### config.mk
export PLATFORM = sky130hd
export DESIGN_NAME = harvest_measure_sleep_regs
export DESIGN_NICKNAME = d
export VERILOG_FILES = /design/src/design/harvest_pkg.sv /design/src/design/pulse_counter.sv /design/src/design/harvest_measure_sleep_regs.sv
export VERILOG_INCLUDE_DIRS = /design/src /design/src/design
export SDC_FILE = /design/constraint.sdc
export NUM_CORES = 1
export LEC_CHECK = 0
export BUFFER_PORTS_ARGS = -buffer_cell sky130_fd_sc_hd__buf_2
export CORE_MARGIN = 2
export CORE_UTILIZATION = 35
export CTS_BUF_LIST = sky130_fd_sc_hd__clkbuf_16
export CTS_CLUSTER_DIAMETER = 50
export DETAILED_ROUTE_END_ITERATION = 8
export SYNTH_ARGS = -nofsm -noshare
export SYNTH_HDL_FRONTEND = slang
export SYNTH_HIERARCHICAL = 1
export SYNTH_SLANG_ARGS = --single-unit
### constraint.sdc
create_clock -name core_clk -period 2.9 [get_ports core_clk]
set_input_delay 0.29 -clock core_clk [delete_from_list [all_inputs] [get_ports core_clk]]
set_output_delay 0.29 -clock core_clk [all_outputs]
set_load 0.005 [all_outputs]
### src/design/harvest_map.svh
/*
 Register offsets, reset values, the pulse count maximum and measurement period codes and lengths of the harvest
 measurement and sleep register bank. Assumes plain textual inclusion.
*/
`ifndef HARVEST_MAP_SVH
`define HARVEST_MAP_SVH

`define OCV_RESULT_ADDR 8'h09
`define PULSE_HIGH_ADDR 8'h0A
`define PULSE_LOW_ADDR 8'h0B
`define SLEEP_THR_ADDR 8'h0C
`define OCV_RESULT_RESET 8'h1D
`define SLEEP_THR_RESET 8'h00
`define PULSE_COUNT_MAX 16'hFFFF
`define PERIOD_OFF 2'h3
`define PERIOD_64 32'd64
`define PERIOD_128 32'd128
`define PERIOD_256 32'd256

`endif

### src/design/harvest_pkg.sv
/*
 Types of the harvest measurement and sleep register bank.
 Assumes harvest_map.svh is available on the include path.
*/
package harvest_pkg;
   typedef enum logic [1:0] {
      MODE_AWAKE = 2'b00,
      MODE_VOLTS_SLEEP = 2'b01,
      MODE_COUNT_SLEEP = 2'b11
   } sleep_mode_t;
endpackage : harvest_pkg

### src/design/pulse_counter.sv
/*
 Saturating WIDTH-bit counter of boost switching pulses (WIDTH is 16 by default).
 Assumes the pulse input is already synchronised to core_clk.
*/
`timescale 1ns/1ps
`default_nettype none
`include "harvest_map.svh"
module pulse_counter #(
   parameter int WIDTH = 16
) (
   input wire logic core_clk,
   input wire logic reset,
   input wire logic clk_en,
   input wire logic pulse,
   input wire logic enable,
   output logic [WIDTH-1:0] count
);
   logic [WIDTH-1:0] count_reg;
   logic [WIDTH-1:0] count_next;

   always_comb begin
      count_next = count_reg;
      if (pulse && enable && count_reg != {WIDTH{1'b1}}) begin
         count_next = count_reg + {{(WIDTH-1){1'b0}}, 1'b1};
      end
   end

   always_ff @(posedge core_clk) begin
      if (reset) begin
         count_reg <= '0;
      end else if (clk_en) begin
         count_reg <= count_next;
      end
   end

   assign count = count_reg;

   saturate_hold_a: assert property (
      @(posedge core_clk) disable iff (reset)
      clk_en && count_reg == {WIDTH{1'b1}} |=> count_reg == {WIDTH{1'b1}})
      else $error("pulse count wrapped");
endmodule : pulse_counter
`default_nettype wire

### src/design/harvest_measure_sleep_regs.sv
/*
 Measurement result, pulse count and count-based sleep registers.
 Assumes a register-level access port from the serial interface logic,
 a measurement engine that reports results, and raw pins for the
 inductor switch pulse and the wake comparator.
*/
`timescale 1ns/1ps
`default_nettype none
`include "harvest_map.svh"
module harvest_measure_sleep_regs
   import harvest_pkg::*;
#(
   parameter int COUNT_WIDTH = 16
) (
   input wire logic core_clk,
   input wire logic reset,
   input wire logic clk_en,
   input wire logic reg_wr,
   input wire logic reg_rd,
   input wire logic [7:0] reg_addr,
   input wire logic [7:0] reg_wdata,
   output logic [7:0] reg_rdata,
   input wire logic force_measure,
   input wire logic [1:0] measure_period,
   input wire logic measure_time_tick,
   input wire logic meas_done,
   input wire logic [7:0] meas_result,
   input wire logic inductor_switch_node,
   input wire logic wake_above,
   output logic meas_start,
   output logic force_pending,
   output logic count_valid,
   output logic boost_halt,
   output logic sleep_active
);
   sleep_mode_t mode_reg, mode_next;
   logic [7:0] ocv_reg, ocv_next;
   logic [7:0] thr_reg, thr_next;
   logic [7:0] rdata_reg, rdata_next;
   logic pend_reg, pend_next;
   logic start_reg, start_next;
   logic [8:0] tick_reg, tick_next;
   logic [2:0] lx_sync_reg;
   logic [1:0] wake_sync_reg;
   logic lx_pulse;
   logic [COUNT_WIDTH-1:0] count;
   logic [15:0] count_wide;
   logic [8:0] period_len;
   logic new_meas;
   logic ocv_wr;

   // ------------------------------------------------------------
   // Pin synchronisers
   // ------------------------------------------------------------
   always_ff @(posedge core_clk) begin
      if (reset) begin
         lx_sync_reg <= 3'h0;
         wake_sync_reg <= 2'h0;
      end else if (clk_en) begin
         lx_sync_reg <= {lx_sync_reg[1:0], inductor_switch_node};
         wake_sync_reg <= {wake_sync_reg[0], wake_above};
      end
   end

   assign lx_pulse = lx_sync_reg[1] & ~lx_sync_reg[2];

   // ------------------------------------------------------------
   // Switching pulse counter
   // ------------------------------------------------------------
   pulse_counter #(
      .WIDTH(COUNT_WIDTH)
   ) u_count (
      .core_clk(core_clk),
      .reset(reset),
      .clk_en(clk_en),
      .pulse(lx_pulse),
      .enable(mode_reg == MODE_AWAKE),
      .count(count)
   );

   assign count_valid = wake_sync_reg[1];
   // 16-bit view of the count, zero-extended from narrower widths and truncated from wider ones
   assign count_wide = 16'(count);

   // ------------------------------------------------------------
   // Measurement scheduling
   // ------------------------------------------------------------
   function automatic logic [8:0] period_of(input logic [1:0] code);
      unique case (code)
         2'h0: period_of = 9'(`PERIOD_64);
         2'h1: period_of = 9'(`PERIOD_128);
         2'h2: period_of = 9'(`PERIOD_256);
         default: period_of = 9'h000;
      endcase
   endfunction : period_of

   assign period_len = period_of(measure_period);
   assign new_meas = meas_done;
   assign ocv_wr = reg_wr && reg_addr == `OCV_RESULT_ADDR;

   always_comb begin
      tick_next = tick_reg;
      pend_next = pend_reg;
      start_next = 1'b0;
      if (measure_period != `PERIOD_OFF && measure_time_tick) begin
         if (tick_reg + 9'h001 >= period_len) begin
            tick_next = 9'h000;
            start_next = 1'b1;
         end else begin
            tick_next = tick_reg + 9'h001;
         end
      end
      if (force_measure && !pend_reg) begin
         pend_next = 1'b1;
         start_next = 1'b1;
      end else if (meas_done) begin
         pend_next = 1'b0;
      end
   end

   always_ff @(posedge core_clk) begin
      if (reset) begin
         tick_reg <= 9'h000;
         pend_reg <= 1'b0;
         start_reg <= 1'b0;
      end else if (clk_en) begin
         tick_reg <= tick_next;
         pend_reg <= pend_next;
         start_reg <= start_next;
      end
   end

   assign meas_start = start_reg;
   assign force_pending = pend_reg;

   // ------------------------------------------------------------
   // Registers and sleep control
   // ------------------------------------------------------------
   always_comb begin
      ocv_next = ocv_reg;
      thr_next = thr_reg;
      mode_next = mode_reg;
      if (new_meas) begin
         ocv_next = meas_result;
      end else if (ocv_wr) begin
         ocv_next = reg_wdata;
      end
      if (reg_wr && reg_addr == `SLEEP_THR_ADDR) begin
         thr_next = reg_wdata;
      end
      if (new_meas || ocv_wr) begin
         if (ocv_next < `OCV_RESULT_RESET) begin
            mode_next = MODE_VOLTS_SLEEP;
         end else begin
            mode_next = MODE_AWAKE;
         end
      end else if (mode_reg == MODE_AWAKE && thr_reg != 8'h00 &&
                   count < {{(COUNT_WIDTH-8){1'b0}}, thr_reg}) begin
         mode_next = MODE_COUNT_SLEEP;
      end
   end

   always_comb begin
      rdata_next = rdata_reg;
      if (reg_rd) begin
         unique case (reg_addr)
            `OCV_RESULT_ADDR: rdata_next = ocv_reg;
            `PULSE_HIGH_ADDR: rdata_next = count_wide[15:8];
            `PULSE_LOW_ADDR: rdata_next = count_wide[7:0];
            `SLEEP_THR_ADDR: rdata_next = thr_reg;
            default: rdata_next = 8'h00;
         endcase
      end
   end

   always_ff @(posedge core_clk) begin
      if (reset) begin
         ocv_reg <= `OCV_RESULT_RESET;
         thr_reg <= `SLEEP_THR_RESET;
         mode_reg <= MODE_AWAKE;
         rdata_reg <= 8'h00;
      end else if (clk_en) begin
         ocv_reg <= ocv_next;
         thr_reg <= thr_next;
         mode_reg <= mode_next;
         rdata_reg <= rdata_next;
      end
   end

   assign reg_rdata = rdata_reg;
   assign sleep_active = mode_reg != MODE_AWAKE;
   assign boost_halt = sleep_active;

   // ------------------------------------------------------------
   // Checks
   // ------------------------------------------------------------
   low_write_sleep_a: assert property (
      @(posedge core_clk) disable iff (reset)
      clk_en && ocv_wr && !new_meas && reg_wdata < `OCV_RESULT_RESET
      |=> boost_halt && mode_reg == MODE_VOLTS_SLEEP)
      else $error("low write did not halt boost");
   high_write_wake_a: assert property (
      @(posedge core_clk) disable iff (reset)
      clk_en && ocv_wr && !new_meas && reg_wdata >= `OCV_RESULT_RESET
      |=> mode_reg != MODE_VOLTS_SLEEP)
      else $error("high write did not leave sleep");
   write_stores_a: assert property (
      @(posedge core_clk) disable iff (reset)
      clk_en && ocv_wr && !new_meas |=> ocv_reg == $past(reg_wdata))
      else $error("write not stored");
   meas_stores_a: assert property (
      @(posedge core_clk) disable iff (reset)
      clk_en && new_meas |=> ocv_reg == $past(meas_result))
      else $error("measurement not stored");
   read_quiet_a: assert property (
      @(posedge core_clk) disable iff (reset)
      clk_en && reg_rd && !reg_wr && !new_meas && !force_measure
      |=> $stable(ocv_reg) && !(pend_reg && !$past(pend_reg)))
      else $error("read disturbed result");
   sleep_frozen_a: assert property (
      @(posedge core_clk) disable iff (reset)
      clk_en && sleep_active |=> $stable(count))
      else $error("count moved in sleep");
   zero_thr_off_a: assert property (
      @(posedge core_clk) disable iff (reset)
      clk_en && thr_reg == 8'h00 && mode_reg == MODE_AWAKE
      |=> mode_reg != MODE_COUNT_SLEEP)
      else $error("zero threshold slept");
   count_sleep_a: assert property (
      @(posedge core_clk) disable iff (reset)
      clk_en && mode_reg == MODE_AWAKE && !new_meas && !ocv_wr &&
      thr_reg != 8'h00 && count_wide < {8'h00, thr_reg}
      |=> mode_reg == MODE_COUNT_SLEEP)
      else $error("low count did not sleep");
   force_start_a: assert property (
      @(posedge core_clk) disable iff (reset)
      clk_en && force_measure && !pend_reg |=> meas_start ##1 !meas_start
      || !clk_en)
      else $error("force did not start once");
   high_byte_a: assert property (
      @(posedge core_clk) disable iff (reset)
      clk_en && reg_rd && reg_addr == `PULSE_HIGH_ADDR
      |=> reg_rdata == $past(count_wide[15:8]))
      else $error("high byte wrong");
   low_byte_a: assert property (
      @(posedge core_clk) disable iff (reset)
      clk_en && reg_rd && reg_addr == `PULSE_LOW_ADDR
      |=> reg_rdata == $past(count_wide[7:0]))
      else $error("low byte wrong");

   volts_sleep_c: cover property (@(posedge core_clk)
      mode_reg == MODE_VOLTS_SLEEP);
   count_sleep_c: cover property (@(posedge core_clk)
      mode_reg == MODE_COUNT_SLEEP ##1 mode_reg == MODE_AWAKE);
   period_start_c: cover property (@(posedge core_clk)
      meas_start && !pend_reg);
endmodule : harvest_measure_sleep_regs
`default_nettype wire

Word-level counts from Yosys, hierarchy flattened
Cells that the tools add are included.
W data, S select, Z words.
{ "totals": {"ff_bits": 58, "input_bits": 36, "wordCells": 60} }
{ "classes": {"addsub": 2, "magnitude_cmp": 3, "n_eq_ne": 8, "mux": 13, "n_bitwise": 2, "reduce_logical": 22} }
{ "op_table": {"columns": ["cell", "n"], "rows": [
  ["$eq A8 B4 Y1 const B", 4],
  ["$pmux W8 S4", 1],
  ["$pmux W9 S3", 1],
  ["$add A16 B1 Y16 const B", 1],
  ["$lt A16 B8 Y1", 1],
  ["$mux W8", 2],
  ["$ne A16 B16 Y1 const B", 1],
  ["$reduce_and A2 Y1", 6],
  ["$add A9 B1 Y9 const B", 1],
  ["$ge A9 B9 Y1", 1],
  ["$mux W9", 1],
  ["$logic_and A1 B1 Y1", 8],
  ["$lt A8 B5 Y1 const B", 1],
  ["$reduce_bool A8 Y1", 1],
  ["$mux W1", 6],
  ["$reduce_bool A2 Y1", 3],
  ["$logic_not A2 Y1", 2],
  ["$mux W2", 2],
  ["$eq A2 B1 Y1 const B", 1],
  ["$eq A2 B2 Y1 const B", 1],
  ["$ne A2 B2 Y1 const B", 1],
  ["$and A1 B1 Y1", 1],
  ["$logic_not A1 Y1", 1],
  ["$logic_or A1 B1 Y1", 1],
  ["$not A1 Y1", 1]
]} }

Depth between registers and ports, before layout
{ "logic_depth": {"ltp_word": 7, "ltp_mapped": 11, "ltp_nobuf": 10} }

Modules after synthesis
Netlist, hierarchy kept.
{ "by_module_without_submodules": {"columns": ["module", "instances", "cells_each", "area_each_um2", "seq_area_each_um2"], "rows": [
  ["harvest_measure_sleep_regs", 1, 304, 2541.2, 840.8],
  ["pulse_counter", 1, 96, 830.8, 320.3]
]} }

Worst setup path after synthesis
Ideal clock, no wire load.
{ "synth_path": {"kind": "reg2reg", "from": "register tick_reg[0]", "to": "register tick_reg[8]", "setup_time_ns": 0.074, "t_arrival_ns": 2.600, "path_slack_ns": 0.226, "path_stages_with_launch": 12, "n_path_buf": 1, "synth_period_minus_slack_ns": 2.674, "path_cell_list": "dfxtp_1 ha_1 nand3_1 nor3_1 xor2_1 ha_1 nand2_1 nor2_1 a211oi_1 clkbuf_1 nand4_1 a31oi_1"} }
{ "synth_via": {"elab_chain_len": 3} }
{ "synth_rtl": {"columns": ["item", "line", "source"], "rows": [
  ["from (decl)", "harvest_measure_sleep_regs.sv:42", "logic [8:0] tick_reg, tick_next;"],
  ["from (signal assigned)", "harvest_measure_sleep_regs.sv:127", "tick_reg <= tick_next;"],
  ["$add A9 B1 Y9 (*)", "harvest_measure_sleep_regs.sv:106, harvest_measure_sleep_regs.sv:110", null],
  ["$ge A9 B9 Y1", "harvest_measure_sleep_regs.sv:106", "if (tick_reg + 9'h001 >= period_len) begin"],
  ["$mux W9 (*)", "harvest_measure_sleep_regs.sv:106", null]
]} }
Every way passes the cells marked *; elsewhere a longest branch is shown, timed or not.
A chain may end at the register's enable or synchronous reset.

Worst setup path in the final report
{ "layout_path": {"from": "register tick_reg[1]", "to": "register start_reg, in the netlist meas_start"} }
{ "layout_via": {"elab_chain_len": 5} }
{ "layout_rtl": {"columns": ["item", "line", "source"], "rows": [
  ["$add A9 B1 Y9", "harvest_measure_sleep_regs.sv:106", null],
  ["$ge A9 B9 Y1", "harvest_measure_sleep_regs.sv:106", null],
  ["$mux W1", "harvest_measure_sleep_regs.sv:106", null],
  ["$mux W1", "harvest_measure_sleep_regs.sv:105", "if (measure_period != `PERIOD_OFF && measure_time_tick) begin"],
  ["$mux W1", "harvest_measure_sleep_regs.sv:113", "if (force_measure && !pend_reg) begin"],
  ["to (signal assigned)", "harvest_measure_sleep_regs.sv:129", "start_reg <= start_next;"],
  ["to (decl)", "harvest_measure_sleep_regs.sv:41", "logic start_reg, start_next;"]
]} }
No other way between the ends.

==> impl_metrics.tcl <==
set metrics [dict create \
    holdBufCountCts 0 \
    grt_pass1_vias 2884 \
    grt_overflow 0 \
    antenna_found_initial 0 \
    synthDistinctLibCells 55 \
    final_common_cell "dfxtp_1" \
    async_flop_share 0 \
    critPathKind "register to register" \
    synth_edf_count 0 \
    crit_fanout 14 \
    arrival_ns 2.87 \
    yosys_warnings 6 \
    synth.area.top_cells "dfxtp_1, nor2_1, ha_1" \
    dr_total_vias 3146 \
    wl_mm 8.62 \
    synthDominantCellAreaShare 0.344 \
    cts_buffers 9 \
    num_rows 35 \
    status "finished clean" \
    grt_pass1_wl_mm 14.3 \
    port_buffers 48 \
    worst_pin_slew_ns 0.673 \
    skew_ns 0.00656 \
    drcViolationCount 0 \
    gp_congestion 0.941 \
    drv_slew 0 \
    postCtsResizedCells 0 \
    ys.flop_type "dfxtp_1" \
    core-area_sq_um 9280 \
    finalInstanceArea_sq_um 4040 \
    p_leak_nw 1.56 \
    slew_headroom 0.548 \
    min_period_ns 2.60 \
    worstPathRequired_ns 3.17 \
    cts_tree "yes" \
    yosysTopAreaCell "dfxtp_1" \
    p_per_area_nw_per_um2 513 \
    final_nets 495 \
    io_pins 49 \
    ir_worst_vdd_uv 262 \
    hpwl_mm 6.28 \
    maxCapViolations 0 \
    ctsLongestPathBuffers 2 \
    final_cell_mix "dfxtp_1, nor2_1, buf_2" \
    clock-sinks 58 \
    track_usage 0.174 \
    fmax_ghz 0.385 \
    rsz0062_at_grt "false" \
    postCtsSetupBuffers 0 \
    cts-root-buf "clkbuf_16" \
    htree_levels 3 \
    drt-wirelength-per-cell_microns 14.9 \
    synth_area_sq_um 3370 \
    fin_crit_sh 0.896 \
    area_growth_pct 19.9 \
    fin_tns_setup_ns 0 \
    setup_viol 0 \
    synth_seq_cells 58 \
    drtPass1Iterations 5 \
    synth.avg_cell_area_sq_um 8.43 \
    antennaDiodeCount 0 \
    end_kind "register" \
    synth_nets 449 \
    die_h_microns 102 \
    grt_max_degree 35 \
    clk_latency_ns 0.32 \
    synthCells 400 \
    reg2reg_slack_ns 0.30 \
    dieArea_sq_um 10400 \
    place_area_sq_um 3730 \
    start_kind "register" \
    fp.dieW_microns 102 \
    power.total_mw 2.07 \
    drive_gt1_frac 0.188 \
    initial_core_util 0.363 \
    antenna_left 0 \
    hold_path.class "input pin to register" \
    ys_seq_area_frac 0.344 \
    drt_iter0_markers 228 \
    viasPerCell 5.42 \
    largest_register_ffs 16 \
    hold_viol 0 \
    clk_pin_slew_worst_paths_ns 0.05 \
]
-- critical path: stages, from the launching register on --
cell	delay, ns
dfxtp_1	0.42
ha_1	0.28
nand3_1	0.13
nor3_1	0.37
xor2_1	0.12
ha_1	0.32
nand2_1	0.07
or4_4	0.53
a21oi_1	0.17
o21ba_2	0.13
-- cells by family (layout without fill, tap and decap cells) --
kind of cell / after synthesis / count (layout) / share of synthesized area
adder cells (fa/ha/maj): 13 / 13 / 0.0482
AO/OA/AOI/OAI: 89 / 89 / 0.195
flip-flops: 58 / 58 / 0.344
multiplexers: 14 / 14 / 0.0416
XOR/XNOR: 17 / 17 / 0.0442
buffers and inverters: 38 / 89 / 0.0519
AND/OR/NAND/NOR: 171 / 171 / 0.275
-- path summary, 6_finish.rpt --
path	to	depth (start not counted)	startpoint
hold reg to reg	reg_rdata[0]	1	reg_rdata[0]
hold / removal	wake_sync_reg[0]	3	wake_above
setup / recovery	meas_start	9	tick_reg[1]
setup reg to reg	meas_start	9	tick_reg[1]
-- metrics by stage --
step | instances | hold WS (ns) | worst slack (ns) | utilization
2_1_floorplan | 400 | 0.437 | 0.226 | -
4_1_cts | 580 | 0.191 | 0.126 | 0.435
6_report | 580 | 0.203 | 0.302 | 0.436
3_3_place_gp | 564 | 0.431 | 0.254 | 0.402
5_1_grt | 580 | 0.237 | 0.110 | 0.436
3_5_place_dp | 564 | 0.440 | 0.164 | 0.402
-- area by class of cell --
cell class	instances	area [sq um]
flip-flops and latches	58	1160
fillers	963	5240
well taps	129	161
clock buffers	9	225
inverters	15	56.3
repair buffers	58	315
clock inverters	7	85.1
multi-input cells	304	2040
-- metal layers --
layer	wire [microns]	share of wire	global-route usage
met5	0	0	0
met1	4020	0.47	0.235
met2	4130	0.48	0.279
met4	91	0.011	0.0677
met3	367	0.043	0.0260
-- where the power goes --
| part | switching (mW) | total [mW] | internal [mW] |
|---|---|---|---|
| sequential | 0.0110 | 0.823 | 0.812 |
| clock | 0.365 | 1.11 | 0.742 |
| combinational | 0.0834 | 0.143 | 0.0600 |
| total | 0.460 | 2.07 | 1.61 |
-- cell usage after synthesis (all sizes together) (6+ instances only) --
| master | instances |
|---|---|
| dfxtp | 58 |
| nor2 | 48 |
| nand2 | 31 |
| a21oi | 18 |
| clkbuf | 16 |
| inv | 15 |
| nand4 | 15 |
| mux2i | 14 |
| ha | 13 |
| nand3 | 13 |
| nor3 | 13 |
| nor4 | 12 |
| o21ai | 10 |
| xnor2 | 9 |
| a211oi | 8 |
| a21o | 8 |
| a222oi | 8 |
| xor2 | 8 |
| nand2b | 7 |
| a31oi | 6 |
| buf | 6 |
| o31ai | 6 |
No activity file was read; power rests on OpenSTA's default activity.
